File: config.mk
export PLATFORM = sky130hd
export DESIGN_NAME = usrt_core
export DESIGN_NICKNAME = d
export VERILOG_FILES = /design/src/common/usrt_pkg.sv /design/src/logic/usrt_core.sv
export SDC_FILE = /design/constraint.sdc
export NUM_CORES = 1
export LEC_CHECK = 0
export BUFFER_PORTS_ARGS = -buffer_cell sky130_fd_sc_hd__buf_2
export CAP_MARGIN = 20
export CORE_ASPECT_RATIO = 1.2
export CORE_UTILIZATION = 40
export CTS_BUF_LIST = sky130_fd_sc_hd__clkbuf_8
export DETAILED_ROUTE_END_ITERATION = 7
export SKIP_CTS_REPAIR_TIMING = 1
export SLEW_MARGIN = 10
export SYNTH_ARGS = -nofsm -noshare
export SYNTH_HDL_FRONTEND = slang
export SYNTH_SLANG_ARGS = --single-unit
File: constraint.sdc
create_clock -name i_mclk -period 5.9 [get_ports i_mclk]
set_input_delay 0.885 -clock i_mclk [delete_from_list [all_inputs] [get_ports i_mclk]]
set_output_delay 0.885 -clock i_mclk [all_outputs]
set_load 0.005 [all_outputs]
File: src/common/usrt_pkg.sv
package usrt_pkg;
    // ----------------------------------------------------------------
    // Register map (byte addresses, one 32-bit word each)
    // ----------------------------------------------------------------
    localparam logic [3:0] ADDR_DATA = 4'h0;   // Data register
    localparam logic [3:0] ADDR_CSA = 4'h4;    // Control/status A
    localparam logic [3:0] ADDR_CSB = 4'h8;    // Control/status B
    localparam logic [3:0] ADDR_CSC = 4'hc;    // Frame format / baud
    // Control/status A fields
    localparam int CSA_RXC = 7;
    localparam int CSA_TXC = 6;
    localparam int CSA_UDRE = 5;
    localparam int CSA_FE = 4;
    localparam int CSA_DOR = 3;
    localparam int CSA_PE = 2;
    // Control/status B fields
    localparam int CSB_RXCIE = 7;
    localparam int CSB_TXCIE = 6;
    localparam int CSB_UDRIE = 5;
    localparam int CSB_RXEN = 4;
    localparam int CSB_TRANSMITTER_ENABLE = 3;
    localparam int CSB_SZ2 = 2;
    localparam int CSB_RXB8 = 1;
    localparam int CSB_TX_NINTH_BIT = 0;
    // Control/status C fields
    localparam int CSC_SYNC = 6;
    localparam int CSC_PM1 = 5;
    localparam int CSC_PM0 = 4;
    localparam int CSC_STOP2 = 3;
    localparam int CSC_SZ_HI = 2;
    localparam int CSC_SZ_LO = 1;
    localparam int CSC_DIV_LSB = 16;
    // Reset values
    localparam logic [7:0] CSB_RESET = 8'h00;
    localparam logic [7:0] CSC_RESET = 8'h06;
    localparam logic [15:0] DIV_RESET = 16'h0000;
    // Receive buffer depth and access latency
    localparam int RX_DEPTH = 2;
    localparam int BUS_WAIT = 1;

    // Received frame as stored in the receive buffer
    typedef struct packed {
        logic fe;
        logic dor;
        logic pe;
        logic [8:0] data;
    } usrt_rx_word_t;

    // Transmitter sequencer
    typedef enum logic [5:0] {
        TX_IDLE = 6'b000001,
        TX_START = 6'b000010,
        TX_DATA = 6'b000100,
        TX_PAR = 6'b001000,
        TX_STOP1 = 6'b010000,
        TX_STOP2 = 6'b100000
    } usrt_tx_state_t;

    // Receiver sequencer
    typedef enum logic [4:0] {
        RX_IDLE = 5'b00001,
        RX_START = 5'b00010,
        RX_DATA = 5'b00100,
        RX_PAR = 5'b01000,
        RX_STOP = 5'b10000
    } usrt_rx_state_t;
endpackage : usrt_pkg

File: src/logic/usrt_core.sv
// Local design decisions: the placing of the registers and register access over Avalon-MM.
`timescale 1ns/100ps
// Contract
// - Empty flag high exactly when buffer empty
// - Empty irq requested while flag set
// - Data write loads buffer, clears empty
// - Complete flag sets when shifter, buffer empty
// - Complete clears on ack or write-one
// - Complete irq raised when flag sets
// - Parity inserted after data when enabled
// - Transmitter disable waits for drained path
// - Receiver enable takes the input pin
// - Synchronous mode samples on external clock
// - Reception starts on valid start bit
// - Second stop bit ignored by receiver
// - First stop bit moves frame to buffer
// - Unused high data bits read zero
// - Ninth bit, errors stored per frame
// - Receive flag set while buffer nonempty
// - Receiver disable flushes receive buffer
// - Receive irq requested while flag set
// - Start, 5-9 data LSB first, parity, stops
// - Parity is XOR, inverted for odd
// - Shifter reloads right after last stop
// - Two-deep buffer, overrun on fourth start
module usrt_core
    import usrt_pkg::*;
#(
    parameter int OVERSAMPLE = 16  // Internal ticks per bit in asynchronous mode
) (
    input wire logic i_mclk,
    input wire logic i_sys_rst,
    // Avalon-MM slave
    input wire logic [3:0] i_address,
    input wire logic i_read,
    input wire logic i_write,
    input wire logic [31:0] i_writedata,
    output logic [31:0] o_readdata,
    output logic o_waitrequest,
    // Serial pins
    input wire logic i_serial_in_pin,
    input wire logic i_sync_clock_pin,
    output logic o_serial_out_pin,
    output logic o_serial_out_oe,
    output logic o_serial_in_owned,
    // Interrupt requests and acknowledge from the interrupt controller
    input wire logic i_tx_complete_ack,
    output logic o_rx_complete_irq,
    output logic o_tx_empty_irq,
    output logic o_tx_complete_irq
);
    // ----------------------------------------------------------------
    // Pin synchronisers
    // ----------------------------------------------------------------
    logic [1:0] rxd_sync_reg;  // Two stages for the serial input
    logic [1:0] xck_sync_reg;  // Two stages for the external clock
    logic xck_prev_reg;        // Previous synchronised clock level
    always_ff @(posedge i_mclk) begin
        if (i_sys_rst) begin
            rxd_sync_reg <= 2'h3;
            xck_sync_reg <= 2'h0;
            xck_prev_reg <= 1'b0;
        end else begin
            rxd_sync_reg <= {rxd_sync_reg[0], i_serial_in_pin};
            xck_sync_reg <= {xck_sync_reg[0], i_sync_clock_pin};
            xck_prev_reg <= xck_sync_reg[1];
        end
    end
    logic rxd;       // Synchronised serial input
    logic xck_rise;  // External clock rising edge
    logic xck_fall;  // External clock falling edge
    assign rxd = rxd_sync_reg[1];
    assign xck_rise = xck_sync_reg[1] & ~xck_prev_reg;
    assign xck_fall = ~xck_sync_reg[1] & xck_prev_reg;

    // ----------------------------------------------------------------
    // Configuration registers
    // ----------------------------------------------------------------
    logic [7:0] csb_reg;  // Enables, size bit 2, ninth bits
    logic [7:0] csc_reg;  // Mode, parity, stop bits, size bits
    logic [15:0] div_reg; // Tick divider for asynchronous mode
    logic bus_wr;         // Accepted write this cycle
    logic bus_rd;         // Accepted read this cycle
    logic [2:0] sz;       // Character size code
    logic [3:0] nbits;    // Data bits per character
    assign sz = {csb_reg[CSB_SZ2], csc_reg[CSC_SZ_HI:CSC_SZ_LO]};
    // Codes 0..3 give 5..8 bits, code 7 gives 9
    assign nbits = (sz == 3'h7) ? 4'h9 : (4'h5 + {2'h0, sz[1:0]});
    always_ff @(posedge i_mclk) begin
        if (i_sys_rst) begin
            csb_reg <= CSB_RESET;
            csc_reg <= CSC_RESET;
            div_reg <= DIV_RESET;
        end else if (bus_wr) begin
            if (i_address == ADDR_CSB) begin
                // Receive ninth bit is read-only
                csb_reg <= {i_writedata[7:2], 1'b0, i_writedata[0]};
            end else if (i_address == ADDR_CSC) begin
                csc_reg <= i_writedata[7:0];
                div_reg <= i_writedata[CSC_DIV_LSB +: 16];
            end
        end
    end

    // ----------------------------------------------------------------
    // Bit-rate tick: one enable pulse per oversample period
    // ----------------------------------------------------------------
    logic [15:0] div_cnt_reg;  // Divider counter
    logic tick;                // Oversample enable
    always_ff @(posedge i_mclk) begin
        if (i_sys_rst || div_cnt_reg == div_reg) begin
            div_cnt_reg <= 16'h0000;
        end else begin
            div_cnt_reg <= div_cnt_reg + 16'h0001;
        end
    end
    assign tick = (div_cnt_reg == div_reg);

    // ----------------------------------------------------------------
    // Transmit buffer
    // ----------------------------------------------------------------
    logic [8:0] txbuf_reg;  // Pending character with ninth bit
    logic txbuf_full_reg;   // Buffer holds unsent data
    logic tx_load;          // Shifter takes the buffer
    logic data_wr;          // Write to the data register
    assign data_wr = bus_wr && (i_address == ADDR_DATA);
    always_ff @(posedge i_mclk) begin
        if (i_sys_rst) begin
            txbuf_reg <= 9'h000;
            txbuf_full_reg <= 1'b0;
        end else if (data_wr) begin
            // Ninth bit latched with the low byte
            txbuf_reg <= {csb_reg[CSB_TX_NINTH_BIT], i_writedata[7:0]};
            txbuf_full_reg <= 1'b1;
        end else if (tx_load) begin
            txbuf_full_reg <= 1'b0;  // Moved into the shifter
        end
    end

    // ----------------------------------------------------------------
    // Transmit shifter
    // ----------------------------------------------------------------
    usrt_tx_state_t tx_state_reg;  // Transmit sequencer
    logic [8:0] tx_sh_reg;         // Data being shifted
    logic [3:0] tx_cnt_reg;        // Bits left in data phase
    logic [4:0] tx_os_reg;         // Oversample counter
    logic tx_par_reg;              // Running parity
    logic tx_en_eff_reg;           // Transmitter owns the pin
    logic tx_bit_end;              // End of current bit time
    logic tx_done;                 // Last stop bit finished
    // Synchronous mode shifts on the external falling edge
    assign tx_bit_end = csc_reg[CSC_SYNC] ? xck_fall :
        (tick && tx_os_reg == 5'(OVERSAMPLE - 1));
    assign tx_done = tx_bit_end && ((tx_state_reg == TX_STOP2) ||
        (tx_state_reg == TX_STOP1 && !csc_reg[CSC_STOP2]));
    // Load when idle (sync: on clock fall, so start is whole) or after last stop
    assign tx_load = tx_en_eff_reg && txbuf_full_reg &&
        ((tx_state_reg == TX_IDLE && (!csc_reg[CSC_SYNC] || xck_fall)) || tx_done);
    always_ff @(posedge i_mclk) begin
        if (i_sys_rst || tx_state_reg == TX_IDLE || tx_load) begin
            tx_os_reg <= 5'h00;
        end else if (tick && !csc_reg[CSC_SYNC]) begin
            tx_os_reg <= tx_bit_end ? 5'h00 : tx_os_reg + 5'h01;
        end
    end
    always_ff @(posedge i_mclk) begin
        if (i_sys_rst) begin
            tx_state_reg <= TX_IDLE;
            tx_sh_reg <= 9'h000;
            tx_cnt_reg <= 4'h0;
            tx_par_reg <= 1'b0;
        end else if (tx_load) begin
            tx_state_reg <= TX_START;
            tx_sh_reg <= txbuf_reg;
            tx_cnt_reg <= nbits;
            tx_par_reg <= csc_reg[CSC_PM0];  // Odd parity starts inverted
        end else if (tx_bit_end) begin
            case (tx_state_reg)
                TX_START: tx_state_reg <= TX_DATA;
                TX_DATA: begin
                    // LSB first, parity accumulates each bit
                    tx_par_reg <= tx_par_reg ^ tx_sh_reg[0];
                    tx_sh_reg <= {1'b0, tx_sh_reg[8:1]};
                    tx_cnt_reg <= tx_cnt_reg - 4'h1;
                    if (tx_cnt_reg == 4'h1) begin
                        // Parity slot only when enabled
                        tx_state_reg <= csc_reg[CSC_PM1] ? TX_PAR : TX_STOP1;
                    end
                end
                TX_PAR: tx_state_reg <= TX_STOP1;
                TX_STOP1: tx_state_reg <= csc_reg[CSC_STOP2] ? TX_STOP2 : TX_IDLE;
                TX_STOP2: tx_state_reg <= TX_IDLE;
                default: tx_state_reg <= TX_IDLE;
            endcase
        end
    end
    // Disable waits for shifter and buffer to drain
    always_ff @(posedge i_mclk) begin
        if (i_sys_rst) begin
            tx_en_eff_reg <= 1'b0;
        end else if (csb_reg[CSB_TRANSMITTER_ENABLE]) begin
            tx_en_eff_reg <= 1'b1;
        end else if (tx_state_reg == TX_IDLE && !txbuf_full_reg) begin
            tx_en_eff_reg <= 1'b0;
        end
    end
    // Line level and pin ownership
    always_ff @(posedge i_mclk) begin
        if (i_sys_rst) begin
            o_serial_out_pin <= 1'b1;
            o_serial_out_oe <= 1'b0;
        end else begin
            o_serial_out_oe <= tx_en_eff_reg;
            case (tx_state_reg)
                TX_START: o_serial_out_pin <= 1'b0;
                TX_DATA: o_serial_out_pin <= tx_sh_reg[0];
                TX_PAR: o_serial_out_pin <= tx_par_reg;
                default: o_serial_out_pin <= 1'b1;  // Idle and stops high
            endcase
        end
    end

    // ----------------------------------------------------------------
    // Transmit complete flag
    // ----------------------------------------------------------------
    logic txc_reg;  // Transmit complete
    logic txc_clr;  // Write-one clear or interrupt acknowledge
    assign txc_clr = i_tx_complete_ack ||
        (bus_wr && i_address == ADDR_CSA && i_writedata[CSA_TXC]);
    always_ff @(posedge i_mclk) begin
        if (i_sys_rst) begin
            txc_reg <= 1'b0;
        end else if (tx_done && !tx_load) begin
            txc_reg <= 1'b1;  // Set wins over a clear
        end else if (txc_clr) begin
            txc_reg <= 1'b0;
        end
    end

    // ----------------------------------------------------------------
    // Receiver
    // ----------------------------------------------------------------
    logic rx_en;                   // Receiver enabled, owns the pin
    usrt_rx_state_t rx_state_reg;  // Receive sequencer
    logic [4:0] rx_os_reg;         // Oversample counter
    logic [8:0] rx_sh_reg;         // Receive shift register
    logic [3:0] rx_cnt_reg;        // Data bits left
    logic rx_par_reg;              // Running parity check
    logic rx_pe_reg;               // Parity error of frame in shifter
    logic rx_wait_reg;             // Finished frame held for a full buffer
    usrt_rx_word_t rx_word_reg;    // Frame waiting in the shifter
    logic rx_sample;               // Bit sampling point
    logic rx_push;                 // Frame enters the buffer
    logic rx_overrun;              // New start with buffer and shifter full
    logic [1:0] rx_count_reg;      // Frames in buffer
    assign rx_en = csb_reg[CSB_RXEN];
    // Sync mode samples on external rising edge
    assign rx_sample = csc_reg[CSC_SYNC] ? xck_rise :
        (tick && rx_os_reg == 5'((rx_state_reg == RX_START) ?
        (OVERSAMPLE / 2 - 1) : (OVERSAMPLE - 1)));
    always_ff @(posedge i_mclk) begin
        if (i_sys_rst || rx_state_reg == RX_IDLE || rx_sample) begin
            rx_os_reg <= 5'h00;
        end else if (tick) begin
            rx_os_reg <= rx_os_reg + 5'h01;
        end
    end
    assign rx_overrun = rx_state_reg == RX_IDLE && !rxd && rx_wait_reg;
    always_ff @(posedge i_mclk) begin
        if (i_sys_rst || !rx_en) begin
            // Disabling stops reception at once
            rx_state_reg <= RX_IDLE;
            rx_sh_reg <= 9'h000;
            rx_cnt_reg <= 4'h0;
            rx_par_reg <= 1'b0;
            rx_pe_reg <= 1'b0;
        end else begin
            case (rx_state_reg)
                RX_IDLE: if (!rxd && !rx_overrun) begin
                    rx_state_reg <= RX_START;
                end
                RX_START: if (rx_sample) begin
                    // Start bit must still be low when sampled
                    rx_state_reg <= rxd ? RX_IDLE : RX_DATA;
                    rx_cnt_reg <= nbits;
                    rx_sh_reg <= 9'h000;
                    rx_par_reg <= csc_reg[CSC_PM0];
                end
                RX_DATA: if (rx_sample) begin
                    rx_sh_reg <= {rxd, rx_sh_reg[8:1]};
                    rx_par_reg <= rx_par_reg ^ rxd;
                    rx_cnt_reg <= rx_cnt_reg - 4'h1;
                    if (rx_cnt_reg == 4'h1) begin
                        rx_state_reg <= csc_reg[CSC_PM1] ? RX_PAR : RX_STOP;
                    end
                end
                RX_PAR: if (rx_sample) begin
                    rx_pe_reg <= rx_par_reg ^ rxd;
                    rx_state_reg <= RX_STOP;
                end
                RX_STOP: if (rx_sample) begin
                    // Only first stop bit used; a second one reads as idle
                    rx_state_reg <= RX_IDLE;
                    rx_pe_reg <= 1'b0;
                end
                default: rx_state_reg <= RX_IDLE;
            endcase
        end
    end
    // Finished frame, right-aligned so unused high bits are zero
    logic [8:0] rx_aligned;
    assign rx_aligned = rx_sh_reg >> (4'h9 - nbits);
    logic rx_frame_end;  // First stop bit sampled
    assign rx_frame_end = rx_en && rx_state_reg == RX_STOP && rx_sample;
    logic dor_pend_reg;  // Overrun seen, tag next stored frame
    always_ff @(posedge i_mclk) begin
        if (i_sys_rst || !rx_en) begin
            rx_wait_reg <= 1'b0;
            rx_word_reg <= '0;
            dor_pend_reg <= 1'b0;
        end else begin
            if (rx_overrun) begin
                dor_pend_reg <= 1'b1;
            end else if (rx_push) begin
                dor_pend_reg <= 1'b0;  // Cleared on a successful move
            end
            if (rx_frame_end) begin
                rx_word_reg <= '{fe: ~rxd, dor: 1'b0,
                    pe: rx_pe_reg & csc_reg[CSC_PM1], data: rx_aligned};
                rx_wait_reg <= 1'b1;
            end else if (rx_push) begin
                rx_wait_reg <= 1'b0;
            end
        end
    end

    // ----------------------------------------------------------------
    // Receive buffer (two frames with status)
    // ----------------------------------------------------------------
    usrt_rx_word_t rx_mem [RX_DEPTH];  // Buffer storage
    logic rx_rd_ptr_reg;               // Oldest frame
    logic rx_wr_ptr_reg;               // Next free slot
    logic rx_pop;                      // Data register read
    assign rx_pop = bus_rd && i_address == ADDR_DATA && rx_count_reg != 2'h0;
    assign rx_push = rx_wait_reg && (rx_count_reg != 2'(RX_DEPTH) || rx_pop);
    always_ff @(posedge i_mclk) begin
        if (rx_push) begin
            rx_mem[rx_wr_ptr_reg] <= '{fe: rx_word_reg.fe,
                dor: dor_pend_reg | rx_overrun, pe: rx_word_reg.pe,
                data: rx_word_reg.data};
        end
    end
    always_ff @(posedge i_mclk) begin
        if (i_sys_rst || !rx_en) begin
            // Flush on disable
            rx_rd_ptr_reg <= 1'b0;
            rx_wr_ptr_reg <= 1'b0;
            rx_count_reg <= 2'h0;
        end else begin
            if (rx_push) begin
                rx_wr_ptr_reg <= ~rx_wr_ptr_reg;
            end
            if (rx_pop) begin
                rx_rd_ptr_reg <= ~rx_rd_ptr_reg;  // Read advances the buffer
            end
            rx_count_reg <= rx_count_reg + {1'b0, rx_push} - {1'b0, rx_pop};
        end
    end
    usrt_rx_word_t rx_head;  // Frame visible to software
    logic rxc;               // Unread data present
    assign rxc = rx_count_reg != 2'h0;
    assign rx_head = rxc ? rx_mem[rx_rd_ptr_reg] : '0;

    // ----------------------------------------------------------------
    // Avalon-MM slave: one wait state, then answer
    // ----------------------------------------------------------------
    logic wait_done_reg;  // Request has waited its cycle
    assign bus_wr = i_write && wait_done_reg;
    assign bus_rd = i_read && wait_done_reg;
    always_ff @(posedge i_mclk) begin
        if (i_sys_rst || wait_done_reg) begin
            wait_done_reg <= 1'b0;
            o_waitrequest <= 1'b1;
        end else begin
            wait_done_reg <= i_read || i_write;
            o_waitrequest <= !(i_read || i_write);
        end
    end
    logic [31:0] rd_next;  // Read mux
    always_comb begin
        rd_next = 32'h0000_0000;
        // Ninth bit and status come from the head frame
        if (i_address == ADDR_DATA) begin
            rd_next[7:0] = rx_head.data[7:0];
        end else if (i_address == ADDR_CSA) begin
            rd_next[CSA_RXC] = rxc;
            rd_next[CSA_TXC] = txc_reg;
            rd_next[CSA_UDRE] = ~txbuf_full_reg;
            rd_next[CSA_FE] = rx_head.fe;
            rd_next[CSA_DOR] = rx_head.dor;
            rd_next[CSA_PE] = rx_head.pe;
        end else if (i_address == ADDR_CSB) begin
            rd_next[7:0] = {csb_reg[7:2], rx_head.data[8], csb_reg[CSB_TX_NINTH_BIT]};
        end else if (i_address == ADDR_CSC) begin
            rd_next = {div_reg, 8'h00, csc_reg};
        end
    end
    always_ff @(posedge i_mclk) begin
        if (i_sys_rst) begin
            o_readdata <= 32'h0000_0000;
        end else if (i_read && !wait_done_reg) begin
            o_readdata <= rd_next;
        end
    end

    // ----------------------------------------------------------------
    // Interrupt requests and pin ownership
    // ----------------------------------------------------------------
    always_ff @(posedge i_mclk) begin
        if (i_sys_rst) begin
            o_tx_empty_irq <= 1'b0;
            o_tx_complete_irq <= 1'b0;
            o_rx_complete_irq <= 1'b0;
            o_serial_in_owned <= 1'b0;
        end else begin
            o_tx_empty_irq <= csb_reg[CSB_UDRIE] & ~txbuf_full_reg;
            o_tx_complete_irq <= csb_reg[CSB_TXCIE] & txc_reg & ~txc_clr;
            o_rx_complete_irq <= csb_reg[CSB_RXCIE] & rxc & ~rx_pop;
            o_serial_in_owned <= rx_en;
        end
    end
endmodule : usrt_core

# Word level (Yosys, flattened, before mapping)
# Memories as Yosys holds them, arrays and structs flattened. A register that Yosys moved wholly into a read port is not among the register bits.
# Cells that the tools add are included.
# op_classes
bitwise,20
add_sub_neg,9
muxes,63
reduce_logical,66
eq_ne,29
shift,1
# ops
cell,count
two-way mux 24 bit,3
two-way mux 5 bit,9
two-way mux 9 bit,5
two-way mux 32 bit,1
two-way mux 4 bit,7
one-hot mux 5 bit (5 select lines),1
logical AND 1 bit,24
one-hot mux 6 bit (4 select lines),1
two-way mux 1 bit,21
nonzero test 2 bit,10
two-way mux 6 bit,3
one-hot mux 9 bit (2 select lines),1
adder 16 x 1 -> 16 bit (second input constant),1
equality test 16 bit,1
two-way mux 8 bit,2
inequality test 2 bit (second input constant),7
logical OR 1 bit,13
two-way mux 12 bit,1
adder 5 x 1 -> 5 bit (second input constant),2
equality test 5 x 4 -> 1 bit (second input constant),2
zero test 1 bit,9
NOT 1 bit,9
AND reduction 3 bit,3
right shift 9 x 4 -> 9 bit,1
34 further kinds,51
# word_totals
out_inout_bits,39
word_cells,229
in_bits,43
ff_bits,171
memories,1
mem_bits_rw,24
# memory_table
memory,words,width,read_ports,rd_ports_with_merged_regs,wr,line,source
rx_mem,2,12,1,1,1,usrt_core.sv:340,usrt_rx_word_t rx_mem [RX_DEPTH];

# Depth between registers and ports, before layout
# depth
depth_word,9
mapped_depth,10
depth_no_buf,9

# Least setup slack after synthesis
# No wires, ideal clock.
# synth_timing
path_kind,input to register
from,input i_address[1]
to,memory rx_mem[0][0] (netlist name) (enable)
arrival_time_ns,2.547
stages,5
path_slack_ns,2.973
path_buffers,0
setup_ns,0.380
t_required_ns,5.520
path_cell_list,nor4_1 -> o21ai_1 -> nor2_1 -> o21ai_0 -> nor2_1
# synth_via
elab_chain_cells,7
# synth_lines
item,line,source
from (decl),usrt_core.sv:34,"input wire logic [3:0] i_address,"
zero test 4 bit,usrt_core.sv:344,assign rx_pop = bus_rd && i_address == ADDR_DATA && rx_count_reg != 2'h0;
logical AND 1 bit (2 in series),usrt_core.sv:344,
named net rx_pop,usrt_core.sv:343,logic rx_pop;
logical OR 1 bit,usrt_core.sv:345,assign rx_push = rx_wait_reg && (rx_count_reg != 2'(RX_DEPTH) || rx_pop);
logical AND 1 bit,usrt_core.sv:345,
two-way mux 1 bit,usrt_core.sv:347,if (rx_push) begin
two-way mux 1 bit (not written as such),usrt_core.sv:348,"rx_mem[rx_wr_ptr_reg] <= '{fe: rx_word_reg.fe,"
to (decl),usrt_core.sv:340,
# The timed path passes the listed nets, and every way through them passes these cells.

# Final worst setup path
# layout_timing
from,input i_address[1]
to,memory rx_mem[0][5] (netlist name) (enable)
# Same word-level chain as after synthesis.

==> impl_results.md <==
- Flops & latches, synth: approximately 190
- Hold crit path type: reg -> reg
- Largest cells by area after synthesis: dfxtp_1 40%, edfxtp_1 8.7%, mux2i_1 5.7%
- Drt first-iter violations: ~390
- Layout area overhead: 10.84%
- Clk sinks: 188
- Slowest cell on the critical path: nor2_1
- Clock-pin slew on the worst setup and hold paths: around 0.1 ns
- Largest regs: o_readdata x24, rx_mem x24
- Min cycle time layout: 3.078 ns
- Largest family of logic cells by synthesized area: simple AND/OR/NAND/NOR gates
- Post-synthesis mux area share: 6.393%
- Port Buf Inserts: between 60 and 70
- CP most frequent cell: nor2_1
- Layout Nets: 1002
- Top-area cell type share of the netlist area: 39.85%
- Placed cell area: a little under 0.009 mm²
- Reg power frac: 58.4%
- Die width: around 130 µm
- Drt drc: 0
- Hold Vio Cnt, Final: 0
- Initial antenna violation count: 0
- Endpoints failing setup: 0
- Fin crit share: between 50% and 60%
- Cell internal pwr: around 1.6 mW
- Power Dens Cells: 245.0 mW/mm²
- Commonest non-fill, non-tap cell in the layout: dfxtp_1
- Post-synth top area cell: dfxtp_1
- Post-synthesis average cell area: between 9 and 10 µm²
- Ys flop type: dfxtp_1
- Layout cells sized above 1: around an eighth
- Synth Area in XOR/XNOR: under 10%
- Worst Setup Start Kind: input port
- CTS buffer count: 17
- Pleak: 3.529 nW
- Global-route wire length before repair: slightly above 30000 µm
- Highest fanout seen on the critical path: 12
- Post-synth design cell area: between 0.008 and 0.009 mm²
- GR Util All Layers: between 10% and 20%
- Vias in the first global route: 5836
- H-tree depth: 4
- Ports: 82
- Worst clock skew: between 0.015 and 0.02 ns
- MaxCap Viol Count: 0
- Worst EP arrival: around 3.2 ns
- Comb pwr share: 4.2%
- Vias/cell: about 5.2
- Design area: a little over 0.009 mm²
- Design Power: approximately 2.2 mW
- Setup Total Neg Slack: 0 ns
- Post-Synth Adder-Cell Area: between 1.5 and 2%
- Deepest clock path buffer count: 2
- Max incr delay on CP: roughly 0.8 ns
- Final Core Density: a little under half
- Sw power: ~0.6 mW
- Cell breakdown of the critical path: buf_2 -> nor4_1 -> buf_4 -> o21ai_1 -> nor2_1 -> o21ai_0 -> nor2_1
- Synth cell types: 64
- Routed wire length: ~19000 µm
- Die area: roughly 0.021 mm²
- Switching part of the total power: a little over a quarter
- Largest net degree at the start of global routing: 64
- Sequential cell area: between 0.004 and 0.005 mm²
- Slew headroom: slightly below 30%
- Final ANT Viol Nets: 0
- Multi-input gate area: approximately 0.004 mm²
- Fill cell count: roughly 2000
- Synth Area in Compound Gates: about 14%
- # diodes: 0
- Clk network pwr share: 37.4%
- Via count: 6361
- HPWL after DPL: ~13000 µm
- Initial DRT Pass Iterations: 6
- Cells after Synth: just over 900
- Share of synthesized registers carrying an async set or reset: 0%
- Sequential area share after synthesis: roughly half
- Setup Crit Path Kind: in -> reg
- Max Clk Rate: 324.8 MHz
- Clk_lat worst skew: between 0.4 and 0.5 ns
- Outcome: completed
- Largest vdd supply drop: around 0.13 mV
- Pins Over Slew Limit: 0
- WL/cell: 15.22 µm
- Simple-gate share of the synthesized area: between 20% and 30%
- FP Rows: 57
- Die Span Y: around 160 µm
- CTS tree: built
- Most frequent cells in the layout: 164 x dfxtp_1, 98 x nor2_1, 98 x nand2_1
- Setup repair after global routing missed its margin: false
- Clock root cell: clkbuf_8
- CORE AREA: slightly above 0.02 mm²
- Yosys warns: 0
- Critical path endpoint category: flop
- Slew @ Worst Pin: around 1.1 ns
- Gr ovfl total: 0
- Initial core utilization: 40.82%
- EDFF count, synth: 24
- CP Data Required Time: roughly 6.0 ns
- Routability cong.: 0.7918
Yosys cell counts, drive strengths merged (11+ instances only):
cell type and number:
xor2 11, or3 14, buf 21, edfxtp 24, o21ai 30, mux2i 47, nor2 98, nor2b 12
nand3 40, xnor2 30, nand2 98, nor3 15, a22o 11, ha 13, dfxtp 164, a21oi 85
clkbuf 42, inv 20, a211oi 21
logic make-up after synthesis:
group,count (synthesis)
compound gates,182
xor+xnor,41
other cells,1
flops,188
simple gates,348
buf+inv,83
fa+ha+maj,13
mux,51
worst max-delay path, delay by kind of cell:
kind	cells	cell delay, ns
and+or+nand+nor	3	1.47
buffers and inverters	2	0.34
AOI/OAI and AO/OA	2	0.48
path summary, 6_finish.rpt:
check	start	endpoint	slack, ns	cells past startpoint
min reg2reg	rxd_sync_reg[0]	rxd_sync_reg[1]	0.42	1
max reg2reg	csc_reg[1]	rx_word_reg[2]	3.25	9
max	i_address[1]	rx_mem[0][5]	2.82	7
min	rxd_sync_reg[0]	rxd_sync_reg[1]	0.42	1
area by class of cell:
cell class	count	area share (%)
clock inverters	15	1.671
multi-input cells	643	42.90
inverters	20	0.8220
clock buffers	17	2.562
repair buffers	76	4.576
well taps	265	3.631
flip-flops and latches	188	43.84
per-stage QoR:
stage | cells | worst slack (ns) | hold slack [ns]
floorplan | 914 | 2.973 | 0.3895
global placement | 1190 | 2.358 | 0.3973
detailed placement | 1190 | 2.306 | 0.4016
CTS | 1222 | 2.807 | 0.4225
global route | 1224 | 2.554 | 0.4355
finish | 1224 | 2.822 | 0.4192
per-layer routing:
metal,track usage [%],up-vias,wire length [µm]
li1,-,3246,-
met1,23.12,2990,8640
met2,30.77,103,9120
met3,3.184,22,551
met4,6.165,0,316
met5,0,-,0
power by group through the flow:
stage	Sequential, mW	Clock [mW]	Combinational [mW]
finish	1.31	0.837	0.0934
global route	1.31	0.912	0.102
CTS	1.31	0.863	0.0946
detailed placement	1.34	0	0.0943
global placement	1.34	0	0.0939
floorplan	1.33	0	0.0606
No activity file was read; power rests on OpenSTA's default activity.
